$ cat config.mk
export PLATFORM = sky130hd
export DESIGN_NAME = dsa_readout
export DESIGN_NICKNAME = d
export VERILOG_FILES = /design/src/rtl/dsa_pkg.sv /design/src/rtl/dsa_pin_sync.sv /design/src/rtl/dsa_readout.sv
export SDC_FILE = /design/constraint.sdc
export NUM_CORES = 1
export LEC_CHECK = 0
export ABC_AREA = 1
export BUFFER_PORTS_ARGS = -buffer_cell sky130_fd_sc_hd__buf_4
export CAP_MARGIN = 20
export CORE_MARGIN = 2
export CORE_UTILIZATION = 58
export DETAILED_ROUTE_END_ITERATION = 10
export PLACE_DENSITY_LB_ADDON = 0.1
export SYNTH_ARGS = -nofsm -noshare
export SYNTH_HDL_FRONTEND = slang
export SYNTH_SLANG_ARGS = --single-unit
$ cat constraint.sdc
create_clock -name clk_sys_in -period 2.25 [get_ports clk_sys_in]
set_input_delay 0.1125 -clock clk_sys_in [delete_from_list [all_inputs] [get_ports clk_sys_in]]
set_output_delay 0.1125 -clock clk_sys_in [all_outputs]
set_load 0.05 [all_outputs]
$ cat src/rtl/dsa_pkg.sv
package dsa_pkg;

  // ------------------------------------------------------------------
  // conversion geometry
  // ------------------------------------------------------------------
  localparam int RES_BITS = 13;
  localparam logic [3:0] LAST_CONV_BIT = 4'hC;
  localparam logic [3:0] FIRST_LSB_IDX = 4'h1;
  localparam logic [3:0] LAST_LSB_IDX = 4'hC;
  localparam logic [3:0] END_SAMPLE_FALL = 4'h1;
  localparam logic [12:0] SIGN_FLIP = 13'h1000;
  localparam logic [12:0] TRIAL_FIRST = 13'h1000;
  localparam logic [12:0] CODE_ZERO = 13'h0000;

  // ------------------------------------------------------------------
  // host clock floor, informative only
  // ------------------------------------------------------------------
  localparam int CONV_CLK_FLOOR_HZ = 85000;

  // ------------------------------------------------------------------
  // types
  // ------------------------------------------------------------------
  typedef enum logic [5:0] {
    DSA_IDLE = 6'h01,
    DSA_WAIT_RISE = 6'h02,
    DSA_SAMPLE = 6'h04,
    DSA_CONV = 6'h08,
    DSA_LSBF = 6'h10,
    DSA_ZEROS = 6'h20
  } dsa_state_e;

  typedef struct packed {
    logic cs_n;
    logic sclk;
    logic cmp;
  } dsa_pins_s;

  typedef struct packed {
    logic rise;
    logic fall;
  } dsa_edges_s;

endpackage

$ cat src/rtl/dsa_pin_sync.sv
`timescale 1ns/100ps
`default_nettype none
module dsa_pin_sync
  import dsa_pkg::*;
(
  // clock and reset
  input wire logic clk_sys_in,
  input wire logic rst_n_in,
  // raw pins
  input wire dsa_pins_s pins_in,
  // synchronised levels and serial clock edges
  output dsa_pins_s pins_out,
  output dsa_edges_s sclk_edges_out
);

  dsa_pins_s meta_reg;
  dsa_pins_s sync_reg;
  logic sclk_prev_reg;

  // ------------------------------------------------------------------
  // two-flop synchroniser, first stage feeds only the second
  // ------------------------------------------------------------------
  always_ff @(posedge clk_sys_in) begin
    if (!rst_n_in) begin
      meta_reg <= '{cs_n: 1'b1, sclk: 1'b0, cmp: 1'b0};
      sync_reg <= '{cs_n: 1'b1, sclk: 1'b0, cmp: 1'b0};
    end else begin
      meta_reg <= pins_in;
      sync_reg <= meta_reg;
    end
  end

  // ------------------------------------------------------------------
  // edge finder: any duty cycle, but each sclk level must last at least one system clock
  // ------------------------------------------------------------------
  always_ff @(posedge clk_sys_in) begin
    if (!rst_n_in) begin
      sclk_prev_reg <= 1'b0;
    end else begin
      sclk_prev_reg <= sync_reg.sclk;
    end
  end

  assign pins_out = sync_reg;
  assign sclk_edges_out.rise = sync_reg.sclk & ~sclk_prev_reg;
  assign sclk_edges_out.fall = ~sync_reg.sclk & sclk_prev_reg;

endmodule // dsa_pin_sync
`default_nettype wire

$ cat src/rtl/dsa_readout.sv
`timescale 1ns/100ps
`default_nettype none
module dsa_readout
  import dsa_pkg::*;
(
  // clock and reset
  input wire logic clk_sys_in,
  input wire logic rst_n_in,
  // serial pins from host
  input wire logic chip_select_n_standby_in,
  input wire logic sclk_in,
  // analog front end
  input wire logic cmp_in,
  output logic track_out,
  output logic [12:0] dac_code_out,
  output logic standby_out,
  // serial data pin
  output logic dout_out,
  output logic dout_oe_out,
  // parallel result
  output logic [12:0] result_out,
  output logic result_valid_out
);

  dsa_pins_s pins_raw;
  dsa_pins_s pins_s;
  dsa_edges_s edg;
  dsa_state_e st_reg;
  logic armed_reg;
  logic [1:0] fill_reg;
  logic [3:0] cnt_reg;
  logic [12:0] sar_reg;
  logic [12:0] trial_reg;
  logic [12:0] kept;
  logic conv_bit;
  logic cs_low;

  function automatic logic [12:0] to_twos(input logic [12:0] ob);
    to_twos = ob ^ SIGN_FLIP;
  endfunction

  assign pins_raw = '{cs_n: chip_select_n_standby_in, sclk: sclk_in, cmp: cmp_in};

  dsa_pin_sync u_sync (
    .clk_sys_in(clk_sys_in),
    .rst_n_in(rst_n_in),
    .pins_in(pins_raw),
    .pins_out(pins_s),
    .sclk_edges_out(edg)
  );

  assign cs_low = ~pins_s.cs_n;
  // offset-binary trial keeps the bit when the difference is at or above it
  assign kept = pins_s.cmp ? (sar_reg | trial_reg) : sar_reg;
  // msb of offset binary is inverted sign, so flip it on the first bit
  assign conv_bit = pins_s.cmp ^ trial_reg[12];

  // ------------------------------------------------------------------
  // power-up arming: a select held low from reset is not a frame
  // ------------------------------------------------------------------
  always_ff @(posedge clk_sys_in) begin
    if (!rst_n_in) begin
      fill_reg <= 2'h0;
      armed_reg <= 1'b0;
    end else begin
      // sync pipe still shows its reset high for two clocks; do not arm on it
      fill_reg <= {fill_reg[0], 1'b1};
      if (fill_reg[1] && !cs_low) begin
        armed_reg <= 1'b1;
      end
    end
  end

  // ------------------------------------------------------------------
  // frame sequencer
  // ------------------------------------------------------------------
  always_ff @(posedge clk_sys_in) begin
    if (!rst_n_in) begin
      st_reg <= DSA_IDLE;
      cnt_reg <= 4'h0;
    end else if (!cs_low) begin
      st_reg <= DSA_IDLE;
      cnt_reg <= 4'h0;
    end else begin
      case (st_reg)
        DSA_IDLE: begin
          if (armed_reg) begin
            st_reg <= DSA_WAIT_RISE;
          end
        end
        DSA_WAIT_RISE: begin
          if (edg.rise) begin
            st_reg <= DSA_SAMPLE;
            cnt_reg <= 4'h0;
          end
        end
        DSA_SAMPLE: begin
          if (edg.fall) begin
            if (cnt_reg == END_SAMPLE_FALL) begin
              st_reg <= DSA_CONV;
              cnt_reg <= 4'h0;
            end else begin
              cnt_reg <= cnt_reg + 4'h1;
            end
          end
        end
        DSA_CONV: begin
          if (edg.fall) begin
            if (cnt_reg == LAST_CONV_BIT) begin
              st_reg <= DSA_LSBF;
              cnt_reg <= FIRST_LSB_IDX;
            end else begin
              cnt_reg <= cnt_reg + 4'h1;
            end
          end
        end
        DSA_LSBF: begin
          if (edg.fall) begin
            if (cnt_reg == LAST_LSB_IDX) begin
              st_reg <= DSA_ZEROS;
            end else begin
              cnt_reg <= cnt_reg + 4'h1;
            end
          end
        end
        DSA_ZEROS: begin
          st_reg <= DSA_ZEROS;
        end
        default: begin
          st_reg <= DSA_IDLE;
        end
      endcase
    end
  end

  // ------------------------------------------------------------------
  // sample switch and standby
  // ------------------------------------------------------------------
  always_ff @(posedge clk_sys_in) begin
    if (!rst_n_in) begin
      track_out <= 1'b0;
      standby_out <= 1'b1;
    end else if (!cs_low) begin
      track_out <= 1'b0;
      standby_out <= 1'b1;
    end else begin
      standby_out <= 1'b0;
      if (st_reg == DSA_WAIT_RISE && edg.rise) begin
        track_out <= 1'b1;
      end else if (st_reg == DSA_SAMPLE && edg.fall && cnt_reg == END_SAMPLE_FALL) begin
        track_out <= 1'b0;
      end
    end
  end

  // ------------------------------------------------------------------
  // successive approximation, one decision per falling edge
  // ------------------------------------------------------------------
  always_ff @(posedge clk_sys_in) begin
    if (!rst_n_in) begin
      sar_reg <= CODE_ZERO;
      trial_reg <= TRIAL_FIRST;
      dac_code_out <= CODE_ZERO;
      result_out <= CODE_ZERO;
      result_valid_out <= 1'b0;
    end else begin
      result_valid_out <= 1'b0;
      if (st_reg == DSA_SAMPLE && edg.fall && cnt_reg == END_SAMPLE_FALL) begin
        sar_reg <= CODE_ZERO;
        trial_reg <= TRIAL_FIRST;
        dac_code_out <= to_twos(TRIAL_FIRST);
      end else if (st_reg == DSA_CONV && edg.fall && cs_low) begin
        sar_reg <= kept;
        trial_reg <= trial_reg >> 1;
        // 13-bit offset code cannot leave -4096..+4095
        dac_code_out <= to_twos(kept | (trial_reg >> 1));
        if (cnt_reg == LAST_CONV_BIT) begin
          result_out <= to_twos(kept);
          result_valid_out <= 1'b1;
        end
      end
    end
  end

  // ------------------------------------------------------------------
  // serial output: data changes only on sclk falling edges; enable also drops on select high
  // ------------------------------------------------------------------
  always_ff @(posedge clk_sys_in) begin
    if (!rst_n_in) begin
      dout_out <= 1'b0;
      dout_oe_out <= 1'b0;
    end else if (!cs_low) begin
      dout_oe_out <= 1'b0;
    end else if (edg.fall) begin
      case (st_reg)
        DSA_SAMPLE: begin
          if (cnt_reg == END_SAMPLE_FALL) begin
            dout_out <= 1'b0;
            dout_oe_out <= 1'b1;
          end
        end
        DSA_CONV: begin
          dout_out <= conv_bit;
        end
        DSA_LSBF: begin
          dout_out <= result_out[cnt_reg];
        end
        DSA_ZEROS: begin
          dout_out <= 1'b0;
        end
        default: begin
          dout_out <= dout_out;
        end
      endcase
    end
  end

  // ------------------------------------------------------------------
  // checks
  // ------------------------------------------------------------------
  logic [4:0] conv_falls_reg;

  always_ff @(posedge clk_sys_in) begin
    if (!rst_n_in || st_reg != DSA_CONV) begin
      conv_falls_reg <= 5'h00;
    end else if (edg.fall) begin
      conv_falls_reg <= conv_falls_reg + 5'h01;
    end
  end
endmodule // dsa_readout
`default_nettype wire

Yosys cells after proc, flatten, opt, wreduce, memory -nomap -nowiden. Index checks and enable logic that the tools add are counted.

Word-level logic and storage cells: 97. Register bits: 77.

Bitwise logic cells: 13. Reduce and logical (&&, ||, !) cells: 17. Magnitude comparators: 1. Equality and inequality tests: 17. Multiplexer cells: 27. $add $sub $neg: 1.

Operators with widths (number): 6-bit two-way mux (8); 6-bit one-hot mux with 6 select lines (1); 4-bit two-way mux (7); 2-bit inequality test, second input constant (9); 4-bit one-hot mux with 4 select lines (1); 13-bit two-way mux (1); 13-bit by 12-bit bitwise OR with 13-bit output (1); 13-bit bitwise OR (1); 1-bit NOT (8); 8-bit AND reduction (1); 4-bit nonzero test (2); 1-bit two-way mux (7); 6-bit by 1-bit == test with 1-bit output, second input constant (1); 6-bit by 2-bit == test with 1-bit output, second input constant (1); 6-bit by 3-bit == test with 1-bit output, second input constant (1); 6-bit by 4-bit == test with 1-bit output, second input constant (1); 6-bit by 5-bit == test with 1-bit output, second input constant (1); 6-bit == test, second input constant (1); 1-bit logical AND (6); 3-bit AND reduction (2); 6-bit AND reduction (1); 4-bit by 5-bit < comparator with 1-bit output, second input constant (1); 4-bit by 1-bit adder with 4-bit output, second input constant (1); 1-bit binary-select mux with 4-bit select (1); other kinds (9) (11).

Depth between registers and ports, before layout. Gate-level depths: netlist of run 1.

Depth after elaboration: 6. Mapped depth: 11.

Cells and area by module. Synthesis of run 1 repeated with hierarchy kept, for this count alone.

Cells, all modules: 448. Area, all modules: 3373.2 µm².

Modules (own cells, without submodules): dsa_readout (sequential area each 1401.3 µm², times used 1, area each 3165.5 µm², cells an instance 423); dsa_pin_sync (sequential area each 140.1 µm², times used 1, area each 207.7 µm², cells an instance 25).

Worst setup path after synthesis of run 1. OpenSTA, ideal clock, no wires.

Path type: register to register. Start point: register cnt_reg[1]. End point: register st_reg[4]. Path buffers: 1. Setup slack: 631 ps. Required time: 2135 ps. Clock period less this slack: 1619 ps. Stages on the path, launching flop included: 12. Arrival time: 1503 ps. Cell sequence: dfxtp_1 > clkbuf_1 > inv_1 > ha_1 > nand3_1 > inv_1 > a21oi_1 > nor2_2 > nand2_1 > nand2_1 > nand2_1 > nor2_1.

Cells in the longest elaborated chain, start to end: 3.

Ends and longest elaborated chain: start: declaration (line dsa_readout.sv:31) `logic [3:0] cnt_reg;`; start signal: assignment (line dsa_readout.sv:103) `cnt_reg <= cnt_reg + 4'h1;`; start signal: assignment (line dsa_readout.sv:113) `cnt_reg <= cnt_reg + 4'h1;`; start signal: assignment (line dsa_readout.sv:122) `cnt_reg <= cnt_reg + 4'h1;`; 4-bit == test or 4-bit by 1-bit == test with 1-bit output (tied branches) (line dsa_readout.sv:109, dsa_readout.sv:119, dsa_readout.sv:99); 2-bit inequality test (no source line); 8-bit AND reduction (no source line) *; end signal: assignment (line dsa_readout.sv:110) `st_reg <= DSA_LSBF;`; end signal: assignment (line dsa_readout.sv:120) `st_reg <= DSA_ZEROS;`; end signal: assignment (line dsa_readout.sv:127) `st_reg <= DSA_ZEROS;`; end: declaration (line dsa_readout.sv:28) `dsa_state_e st_reg;`.

Mark *: on every way between the ends. The rest lies on a longest branch, timed or not. A chain may end at the register's enable or synchronous reset.

Final worst setup path of run 1.
Start point: register cnt_reg[1]. End point: register dac_code_out[4].

Cells in the longest elaborated chain, start to end: 3.

Ends and longest elaborated chain: 4-bit by 1-bit == test with 1-bit output (line dsa_readout.sv:168) `if (st_reg == DSA_SAMPLE && edg.fall && cnt_reg == END_SAMPLE_FALL) begin`; 1-bit logical AND (line dsa_readout.sv:168); 2-bit OR reduction (no source line); end signal: assignment (line dsa_readout.sv:171) `dac_code_out <= to_twos(TRIAL_FIRST);`; end signal: assignment (line dsa_readout.sv:176) `dac_code_out <= to_twos(kept | (trial_reg >> 1));`; end: declaration (line dsa_readout.sv:15) `output logic [12:0] dac_code_out,`.

No other way between the ends.

==> results of run 1 <==
worst min path at each step:
| stage | to | start | depth (start not counted) | slack (ns) |
|---|---|---|---|---|
| 2_1_floorplan | fill_reg[0] | rst_n_in | 0 | 0.14 |
| 3_3_place_gp | u_sync.meta_reg[0] | cmp_in | 3 | 0.30 |
| 3_5_place_dp | u_sync.meta_reg[0] | cmp_in | 3 | 0.30 |
| 4_1_cts | fill_reg[0] | rst_n_in | 1 | 0.03 |
| 5_1_grt | fill_reg[0] | rst_n_in | 1 | 0.03 |
| 6_report | fill_reg[0] | rst_n_in | 1 | 0.04 |
metal layers:
| layer | wire (microns) | vias to the layer above | part of all wire [%] | global-route usage (%) |
|---|---|---|---|---|
| met2 | 3680 | 71 | 50 | 41.2 |
| met4 | 146 | 0 | 2.0 | 8.81 |
| met5 | 0 | - | 0 | 0 |
| met1 | 3200 | 1367 | 43 | 28.5 |
| li1 | - | 1512 | - | - |
| met3 | 345 | 12 | 4.7 | 5.00 |
area by class of cell:
class / count / area share, %
flip-flops and latches: 77 / 39.1
well taps: 75 / 2.38
clock inverters: 5 / 0.888
repair buffers: 42 / 8.18
clock buffers: 11 / 3.58
multi-input cells: 290 / 39.3
inverters: 68 / 6.56
cells by family after synthesis:
group / synth area share (%)
AOI/OAI and AO/OA: 16.6
xor gates and xnor gates: 0.506
adders and majority gates: 1.08
buffers and inverters: 10.6
DFF: 44.5
and+or+nand+nor: 26.6
power by group:
part / total (uW) / leakage, uW / switching [uW] / internal (uW)
clock: 944 / 0.0000897 / 510 / 433
combinational: 80.1 / 0.00115 / 52.6 / 27.5
sequential: 1380 / 0.000623 / 8.25 / 1370
total: 2400 / 0.00187 / 571 / 1830
cell usage in the layout, fill, tap and decap left out, types with 2 or more instances in the layout:
cell	instances
nand2_4	3
nor2_4	14
nor3_2	2
a21oi_1	39
a21oi_2	10
buf_4	39
o211ai_1	3
o21ai_1	7
nand2_1	63
ha_1	3
clkinv_2	3
nand4_1	5
or2_2	2
nand3_1	29
nor2_1	53
nor2_8	2
dfxtp_1	77
inv_2	4
clkbuf_8	10
nor2_2	4
o21ai_0	45
inv_1	62
dlygate4sd3_1	3
per-stage QoR:
step / hold slack (ns) / setup WS, ns / utilization, % / instances
2_1_floorplan: 0.140 / 0.631 / - / 450
3_3_place_gp: 0.297 / 0.301 / 63.9 / 549
3_5_place_dp: 0.299 / 0.233 / 63.9 / 549
4_1_cts: 0.0261 / 0.214 / 67.4 / 568
5_1_grt: 0.0289 / 0.0758 / 67.5 / 568
6_report: 0.0353 / 0.268 / 67.5 / 568
worst max-delay path: stages, from the launching register on:
cell and delay (ns):
dfxtp_1 0.41, inv_1 0.17, ha_1 0.17, nand3_1 0.10
inv_1 0.15, nand3_2 0.14, nand2_4 0.19, clkinv_2 0.29
o21ai_0 0.20, a21oi_2 0.05
synth_stat cells:
cell type	n
o21ai_0	45
inv_1	62
nand3_1	29
buf_4	1
buf_8	1
nor2_8	2
buf_6	2
or2_2	2
nand2_4	3
nand2_2	1
nand3_2	1
clkbuf_2	2
inv_2	5
inv_4	1
buf_2	3
nor2_1	53
nor3_1	1
a21oi_2	10
nor2_4	14
ha_1	3
clkbuf_1	5
dfxtp_1	77
o21ai_1	7
o211a_1	1
nor3_2	2
nor2_2	4
a21oi_1	39
buf_12	1
nand2_1	63
o211ai_1	3
nand4_1	5
xor2_1	1
xnor2_1	1
what timing repair did:
| item | 4_1_cts | 5_1_grt |
|---|---|---|
| endpoints found under the hold margin | 3 | 0 |
| buffers inserted | 0 | 0 |
| gates resized for setup | 0 | 1 |
| hold buffers | 3 | 0 |
| setup endpoints to repair | 0 | 1 |
==> summary.txt, run 1 <==
Run status
  – Outcome: finished, final reports clean

Pwr
  – Peak supply drop: 438 uV
  – Pwr Total: 2400 uW
  – Cell Pwr Density: 609 nW/um^2
  – Leak pwr: 0.00187 uW

Clocking
  – Clock sinks: 77
  – CTS tree: yes
  – Num CTS Buffers: 9
  – CTS HTree Levels: 3
  – Clock root buffer: clkbuf_8
  – Clock Latency Late Sink: 0.34 ns
  – Clk slew on worst S/H paths: approximately 0.08 ns
  – Worst-case clock buffer depth: 2

Place
  – HPWL Detailed: 5.32 mm
  – IO Port Bufs: 35
  – Placed cell areas: 3740 sq um
  – GPL Wtd Cong: roughly 0.94

GRT
  – GRT Overall Usage: 23.6%
  – First-pass GRT wire length: 12.0 mm
  – Number of global-route vias before repair: around 2700
  – Largest net degree at the start of global routing: 28
  – Remaining global-route overflow: 0
  – Initial antenna violation count: 0

Worst setup path
  – Reg-to-Reg Start: cnt_reg[1]
  – Reg2Reg Setup Slack: 0.27 ns
  – CP endpoint: dac_code_out[4]
  – Worst Setup Start Kind: flop
  – Crit end category: flop
  – Worst EP arrival: 2.21 ns
  – Reg-to-reg endpoint: dac_code_out[4]
  – Worst reg-to-reg path cell count: 9
  – Crit path required time: roughly 2.5 ns
  – CP max FO: 25
  – Critical Path Start: cnt_reg[1]
  – Crit Path Class: reg2reg

Timing
  – Final hold vios: 0
  – # setup viols final: 0
  – Pins Over Slew Limit: 0
  – Max Freq: slightly above 0.5 GHz
  – Clk_skew: 0.00810 ns
  – Setup TNS: 0 ns
  – Worst Tran Pin Value: 0.676 ns
  – RSZ-0062 raised after global routing: false
  – Max_slew headroom: between 50% and 60%
  – Fin crit period: 1.98 ns
  – Final period util: 88.1%

Floorplanning
  – # IOs: 36
  – Starting Density: 59.2%
  – Die area: 6600 sq um
  – DIE WIDTH: 81.2 microns
  – Die H: 81.2 microns
  – Cell Rows: 28
  – Core ar.: 5850 sq um

Detailed routing
  – Detailed Route WL: 7.38 mm
  – Detailed Routing Iterations Pass 1: 7
  – DRT iter0 DRCs: about 170
  – Wire length per cell: 13.0 microns
  – Post-route antenna net violation count: 0
  – Drc violations: 0
  – DR vias/cell: 5.21
  – Vias: 2962

Logic synthesis
  – Cell variety after synth: 33
  – Largest cells by area after synthesis: dfxtp_1 (45%), nand2_1 (6.8%), inv_1 (6.7%)
  – YS warnings: 0
  – Synth top area share: 44.5%
  – Syn nets: 458
  – Post-synthesis instance total: between 400 and 500
  – Syn Area/Cell: 7.69 sq um
  – Seq/Total Area, Yosys: 44.5%
  – Post-Syn Area: 3460 sq um
  – Yosys top cell by area: dfxtp_1
  – Yosys reg bits: slightly below 80

Layout
  – Area occupied by multi-input gates: 1550 sq um
  – Storage cell area: 1540 sq um
  – Area delta synth->final: 14.0%
  – ANT cells: 0
  – Fillcell total: 510
  – Final Cell Area: 3950 sq um
  – Final nets: 496
  – Share of layout cells above drive strength 1: 20.1%

Min path
  – Min-Delay Path Class: in2reg

Run
  – Max-cap viol count: 0
No activity file was read; power rests on OpenSTA's default activity.
==> run 2: changes to the inputs <==
--- a/config.mk
+++ b/config.mk
@@ -6,7 +6,7 @@
 export NUM_CORES = 1
 export LEC_CHECK = 0
 export ABC_AREA = 1
-export BUFFER_PORTS_ARGS = -buffer_cell sky130_fd_sc_hd__buf_4
+export BUFFER_PORTS_ARGS = -buffer_cell sky130_fd_sc_hd__buf_2
 export CAP_MARGIN = 20
 export CORE_MARGIN = 2
 export CORE_UTILIZATION = 58
==> constraint.sdc (replaced) <==
create_clock -name clk_sys_in -period 2.1 [get_ports clk_sys_in]
set_input_delay 0.105 -clock clk_sys_in [delete_from_list [all_inputs] [get_ports clk_sys_in]]
set_output_delay 0.105 -clock clk_sys_in [all_outputs]
set_load 0.05 [all_outputs]
==> summary.txt, run 2 (synthesized netlist as in run 1, its figures left out) <==
Layout
  – Commonest cells after routing, fill and taps aside: dfxtp_1 (77), nand2_1 (63), inv_1 (62)
  – Final Cell Area: 3940 sq um
  – Share of layout cells above drive strength 1: 20.4%
  – Area delta synth->final: 13.7%
  – ANT cells: 0
  – Post-Layout Cell Count: 570
  – Final nets: 498
  – Commonest non-fill, non-tap cell in the layout: dfxtp_1

Floorplanning
  – # IOs: 36
  – Cell Rows: 28
  – DIE WIDTH: 81.2 microns
  – Die H: 81.2 microns
  – Core ar.: around 5900 sq um
  – Die area: 6600 sq um
  – Starting Density: 59.2%

Worst setup path
  – Worst Setup Start Kind: flop
  – Reg-to-Reg Start: st_reg[2]
  – Crit path required time: 2.38 ns
  – Reg-to-reg endpoint: st_reg[2]
  – Crit Path Class: reg2reg
  – Worst EP arrival: between 2 and 2.5 ns
  – Reg2Reg Setup Slack: 0.16 ns
  – CP max FO: 11
  – Worst reg-to-reg path cell count: 10
  – Crit end category: flop

Clocking
  – CTS HTree Levels: 3
  – CTS tree: yes
  – Clock root buffer: clkbuf_8
  – Worst-case clock buffer depth: 2
  – Clk slew on worst S/H paths: 0.08 ns
  – Clock sinks: 77
  – Clock Latency Late Sink: ~0.34 ns
  – Num CTS Buffers: 9

GRT
  – Initial antenna violation count: 0
  – Number of global-route vias before repair: between 2000 and 3000
  – Remaining global-route overflow: 0
  – GRT Overall Usage: approximately 25%
  – First-pass GRT wire length: 12.4 mm
  – Largest net degree at the start of global routing: 26

Detailed routing
  – WL met3: 286 microns
  – DRT iter0 DRCs: 94
  – Top Metal Used: met4
  – Wire length per cell: between 10 and 15 microns
  – Vias: 2979
  – Drc violations: 0
  – Detailed Routing Iterations Pass 1: 4
  – DR vias/cell: 5.23
  – Post-route antenna net violation count: 0
  – Detailed Route WL: 7.43 mm
  – M1 wire length: 3.35 mm
  – WL met2: 3.61 mm

Run
  – Max-cap viol count: 0

Timing
  – Pins Over Slew Limit: 0
  – Setup TNS: 0 ns
  – Clk_skew: 0.00588 ns
  – Fin crit period: 1.94 ns
  – Final hold vios: 0
  – Final period util: 92.3%
  – Max Freq: 0.516 GHz
  – Max_slew headroom: about 53%
  – # setup viols final: 0
  – Worst Tran Pin Value: between 0.7 and 0.8 ns
  – RSZ-0062 raised after global routing: false
  – Hold_ws: 0.113 ns

Pwr
  – Leak pwr: between 0.0015 and 0.002 uW
  – Switching pwr: 600 uW
  – Gate power share: ~2.9%
  – Power Internal: 2290 uW
  – Switching share of power: between 20% and 30%
  – Clock share of power: 45.9%
  – Pwr Total: 2890 uW
  – Cell Pwr Density: 734 nW/um^2
  – Peak supply drop: slightly above 500 uV
  – Power share of the sequential group: 51.2%

Min path
  – Hold depth: 3
  – Min-Delay Path Class: in2reg
  – Min-Delay Endpoint: armed_reg
  – Worst hold start: rst_n_in

Place
  – Placed cell areas: 3670 sq um
  – IO Port Bufs: 35
  – HPWL Detailed: roughly 5.3 mm
  – GPL Wtd Cong: 0.937
  – Dpl cells: 551

Run status
  – Outcome: finished, final reports clean
[run 2: cell count changes in the layout (fill, tap and decap cells not counted), sizes merged]
| cell | before | now |
|---|---|---|
| clkinv | 4 | 2 |
| bufinv | 0 | 3 |
| buf | 39 | 41 |
| clkbuf | 11 | 10 |
[run 2: through the flow]
stage               setup slack [ns]  utilization, %
CTS                            0.193            67.3
global route                 0.00646            67.3
floorplan                      0.481               -
finish                         0.162            67.3
detailed placement             0.219            62.7
global placement               0.295            62.7
[run 2: per-layer routing]
layer / vias to the layer above / track usage (%)
met5: - / 0
met3: 17 / 4.44
met2: 65 / 42.6
met4: 0 / 14.4
met1: 1382 / 28.6
li1: 1515 / -
[run 2: layout make-up]
class | instances | area, sq um
Fill cell | 498 | 1920
Multi-Input combinational cell | 290 | 1550
Sequential cell | 77 | 1540
Clock inverter | 6 | 111
Timing Repair Buffer | 44 | 250
Inverter | 68 | 258
Tap cell | 75 | 93.8
Clock buffer | 10 | 128
[run 2: worst max path at each step]
stage,start,endpoint,slack (ns),cells past startpoint
after CTS,st_reg[2],st_reg[2],0.19,10
after global routing,st_reg[2],st_reg[2],0.006,9
after detailed placement,st_reg[2],st_reg[2],0.22,9
after floorplan,cnt_reg[1],st_reg[4],0.48,11
after global placement,st_reg[2],st_reg[2],0.29,9
final,st_reg[2],st_reg[2],0.16,10
[run 2: power groups by stage]
stage	registers, uW	clock network [uW]	logic (uW)
5_1_grt	1480	1400	96.7
3_5_place_dp	1510	0	79.7
6_report	1480	1320	85.0
4_1_cts	1480	1360	84.3
3_3_place_gp	1510	0	79.3
2_1_floorplan	1510	0	62.3
[run 2: repair_timing]
action / in CTS / in global routing
hold endpoints to repair: 3 / 0
hold buffers: 3 / 0
setup buffers: 0 / 0
gates resized for setup: 0 / 0
[run 2: worst max-delay path: stages (launching register included)]
cell and delay (ns):
dfxtp_1 0.44, nor2_2 0.11, nand2_1 0.12, nor2_2 0.06, nand2_1 0.05, nand2_1 0.05, nor2_1 0.54, nand2_1 0.26
nand2_1 0.11, nand2_1 0.05, nor2_1 0.09
==> run 3: changes to the inputs <==
--- a/config.mk
+++ b/config.mk
@@ -14,4 +14,5 @@
 export PLACE_DENSITY_LB_ADDON = 0.1
 export SYNTH_ARGS = -nofsm -noshare
 export SYNTH_HDL_FRONTEND = slang
+export SYNTH_HIERARCHICAL = 1
 export SYNTH_SLANG_ARGS = --single-unit
==> summary.txt, run 3 <==
Run status
  – Outcome: finished, final reports clean

Layout
  – Storage cell area: 1540 sq um
  – Share of layout cells above drive strength 1: 18.6%
  – Final core occ: 69.0%
  – ANT cells: 0
  – Area delta synth->final: 14.0%
  – Final nets: 498
  – Commonest non-fill, non-tap cell in the layout: nand2_1
  – Commonest cells after routing, fill and taps aside: nand2_1 (96), dfxtp_1 (77), a21oi_1 (53)
  – Fillcell total: 470
  – Area occupied by multi-input gates: between 1500 and 2000 sq um

GRT
  – Largest net degree at the start of global routing: 37
  – Remaining global-route overflow: 0
  – Initial antenna violation count: 0
  – GRT Overall Usage: about a quarter
  – First-pass GRT wire length: 12.7 mm
  – Number of global-route vias before repair: 2734

Clocking
  – Clock Latency Late Sink: 0.34 ns
  – Clk slew on worst S/H paths: 0.08 ns
  – CTS HTree Levels: 3
  – CTS tree: yes
  – Worst-case clock buffer depth: 2
  – Num CTS Buffers: 9
  – Clock sinks: 77
  – Clock root buffer: clkbuf_8

Logic synthesis
  – Yosys reg bits: a little under 80
  – Post-synth EDFFs: 0
  – Syn nets: approximately 460
  – YS warnings: 6
  – Top FF cell, synth: dfxtp_1
  – Post-synthesis simple-gate area fraction: a little over a quarter
  – Seq/Total Area, Yosys: 45.7%
  – XOR/XNOR Fraction of Synth Area: less than 1%
  – Yosys top cell by area: dfxtp_1
  – Post-synthesis adder-cell area fraction: 1.11%
  – Synth top cells by count: nand2_1 (96), dfxtp_1 (77), a21oi_1 (53)
  – Most frequent cell after synthesis: nand2_1
  – Largest family of logic cells by synthesized area: simple AND/OR/NAND/NOR gates
  – Synth async-reset ratio: 0%
  – Post-Syn Area: ~3400 sq um
  – Syn Area/Cell: 7.53 sq um
  – Mux contribution to synthesized area: 0%
  – Largest cells by area after synthesis: dfxtp_1 (46%), nand2_1 (11%), a21oi_1 (7.9%)
  – Synth Area in Compound Gates: 16.3%
  – Post-synthesis instance total: 448
  – Synth top area share: 45.7%
  – Cell variety after synth: 31

Pwr
  – Switching pwr: 612 uW
  – Switching share of power: 21.5%
  – Power share of the sequential group: 52.0%
  – Power Internal: ~2200 uW
  – Pwr Total: 2840 uW
  – Clock share of power: 45.3%
  – Gate power share: 2.7%
  – Cell Pwr Density: 739 nW/um^2
  – Leak pwr: between 0.0015 and 0.002 uW
  – Peak supply drop: 517 uV

Detailed routing
  – Drc violations: 0
  – Post-route antenna net violation count: 0
  – Detailed Routing Iterations Pass 1: 5
  – Wire length per cell: roughly 13 microns
  – Detailed Route WL: 7.49 mm
  – DRT iter0 DRCs: ~170
  – Vias: 3021
  – DR vias/cell: approximately 5.3

Floorplanning
  – Core ar.: between 5000 and 6000 sq um
  – # IOs: 36
  – Die H: 80.3 microns
  – Die area: ~6400 sq um
  – Cell Rows: 27
  – DIE WIDTH: roughly 80 microns
  – Starting Density: 60.5%

Place
  – Post-placement setup slack: 0.258 ns
  – IO Port Bufs: 35
  – GPL Wtd Cong: 0.938
  – HPWL Detailed: between 5 and 6 mm

Timing
  – Clk_skew: 0.00481 ns
  – Max_slew headroom: around two thirds
  – Setup TNS: 0 ns
  – RSZ-0062 raised after global routing: false
  – Pins Over Slew Limit: 0
  – Max Freq: 0.536 GHz
  – Post-route setup slack: 0.234 ns
  – Fin crit period: approximately 1.9 ns
  – Worst Tran Pin Value: 0.527 ns
  – Final hold vios: 0
  – Final period util: slightly below 90%
  – # setup viols final: 0

Worst setup path
  – Crit end category: flop
  – Crit Path Class: reg2reg
  – CP max FO: 36
  – Crit path required time: 2.32 ns
  – Worst EP arrival: ~2.1 ns
  – Worst Setup Start Kind: flop

Min path
  – Min-Delay Path Class: in2reg

Run
  – Max-cap viol count: 0
run 3: path summary, 6_finish.rpt:
kind / from / endpoint / slack (ns) / depth (start not counted)
min: rst_n_in / result_out[12] / 0.09 / 3
max: cnt_reg[1] / dac_code_out[1] / 0.23 / 9
max reg2reg: cnt_reg[1] / dac_code_out[1] / 0.23 / 9
min reg2reg: fill_reg[0] / fill_reg[1] / 0.42 / 2
run 3: timing repair:
action	in CTS	in global routing
endpoints found under the hold margin	3	0
endpoints found under the setup margin	0	1
hold buffers	3	0
buffers inserted	0	0
resized for setup	0	1
run 3: cells by family (layout without fill, tap and decap cells):
family / Yosys count / in the layout
adder cells (fa/ha/maj): 3 / 3
AND/OR/NAND/NOR: 196 / 196
XOR/XNOR: 1 / 1
AO/OA/AOI/OAI: 101 / 101
buffers and inverters: 70 / 117
flip-flops: 77 / 77
run 3: cell type report:
cell class / instances / share of cell area, %
repair buffers: 46 / 6.90
multi-input cells: 301 / 39.2
well taps: 72 / 2.34
clock buffers: 11 / 3.94
flip-flops and latches: 77 / 40.1
inverters: 55 / 5.43
clock inverters: 5 / 2.11
run 3: worst max-delay path, stage by stage (launching register included):
cell     delay (ns)
dfxtp_1        0.32
inv_1          0.15
ha_1           0.17
nand3_1        0.16
inv_1          0.17
nand3_2        0.19
nand2_4        0.35
inv_2          0.09
o21ai_0        0.08
a21oi_1        0.06
run 3: power by group through the flow:
stage,Combinational [uW],Clock [uW],Sequential (uW)
2_1_floorplan,54.6,0,1510
4_1_cts,77.8,1300,1480
5_1_grt,87.6,1360,1480
3_5_place_dp,73.1,0,1510
3_3_place_gp,73.0,0,1510
6_report,78.2,1290,1480
run 3: metrics by stage:
step	cells	cell area, sq um	hold WS (ns)
after global placement	548	3580	0.277
after global routing	567	3850	0.0896
after floorplan	448	3370	0.133
after CTS	567	3840	0.0910
after detailed placement	548	3580	0.278
final	567	3850	0.0901
run 3: metal layers:
metal | GRT usage, % | share of wire [%] | vias to the layer above
li1 | - | - | 1525
met1 | 33.2 | 45 | 1373
met2 | 41.8 | 48 | 110
met3 | 5.39 | 6.1 | 13
met4 | 7.80 | 1.4 | 0
met5 | 0 | 0 | -
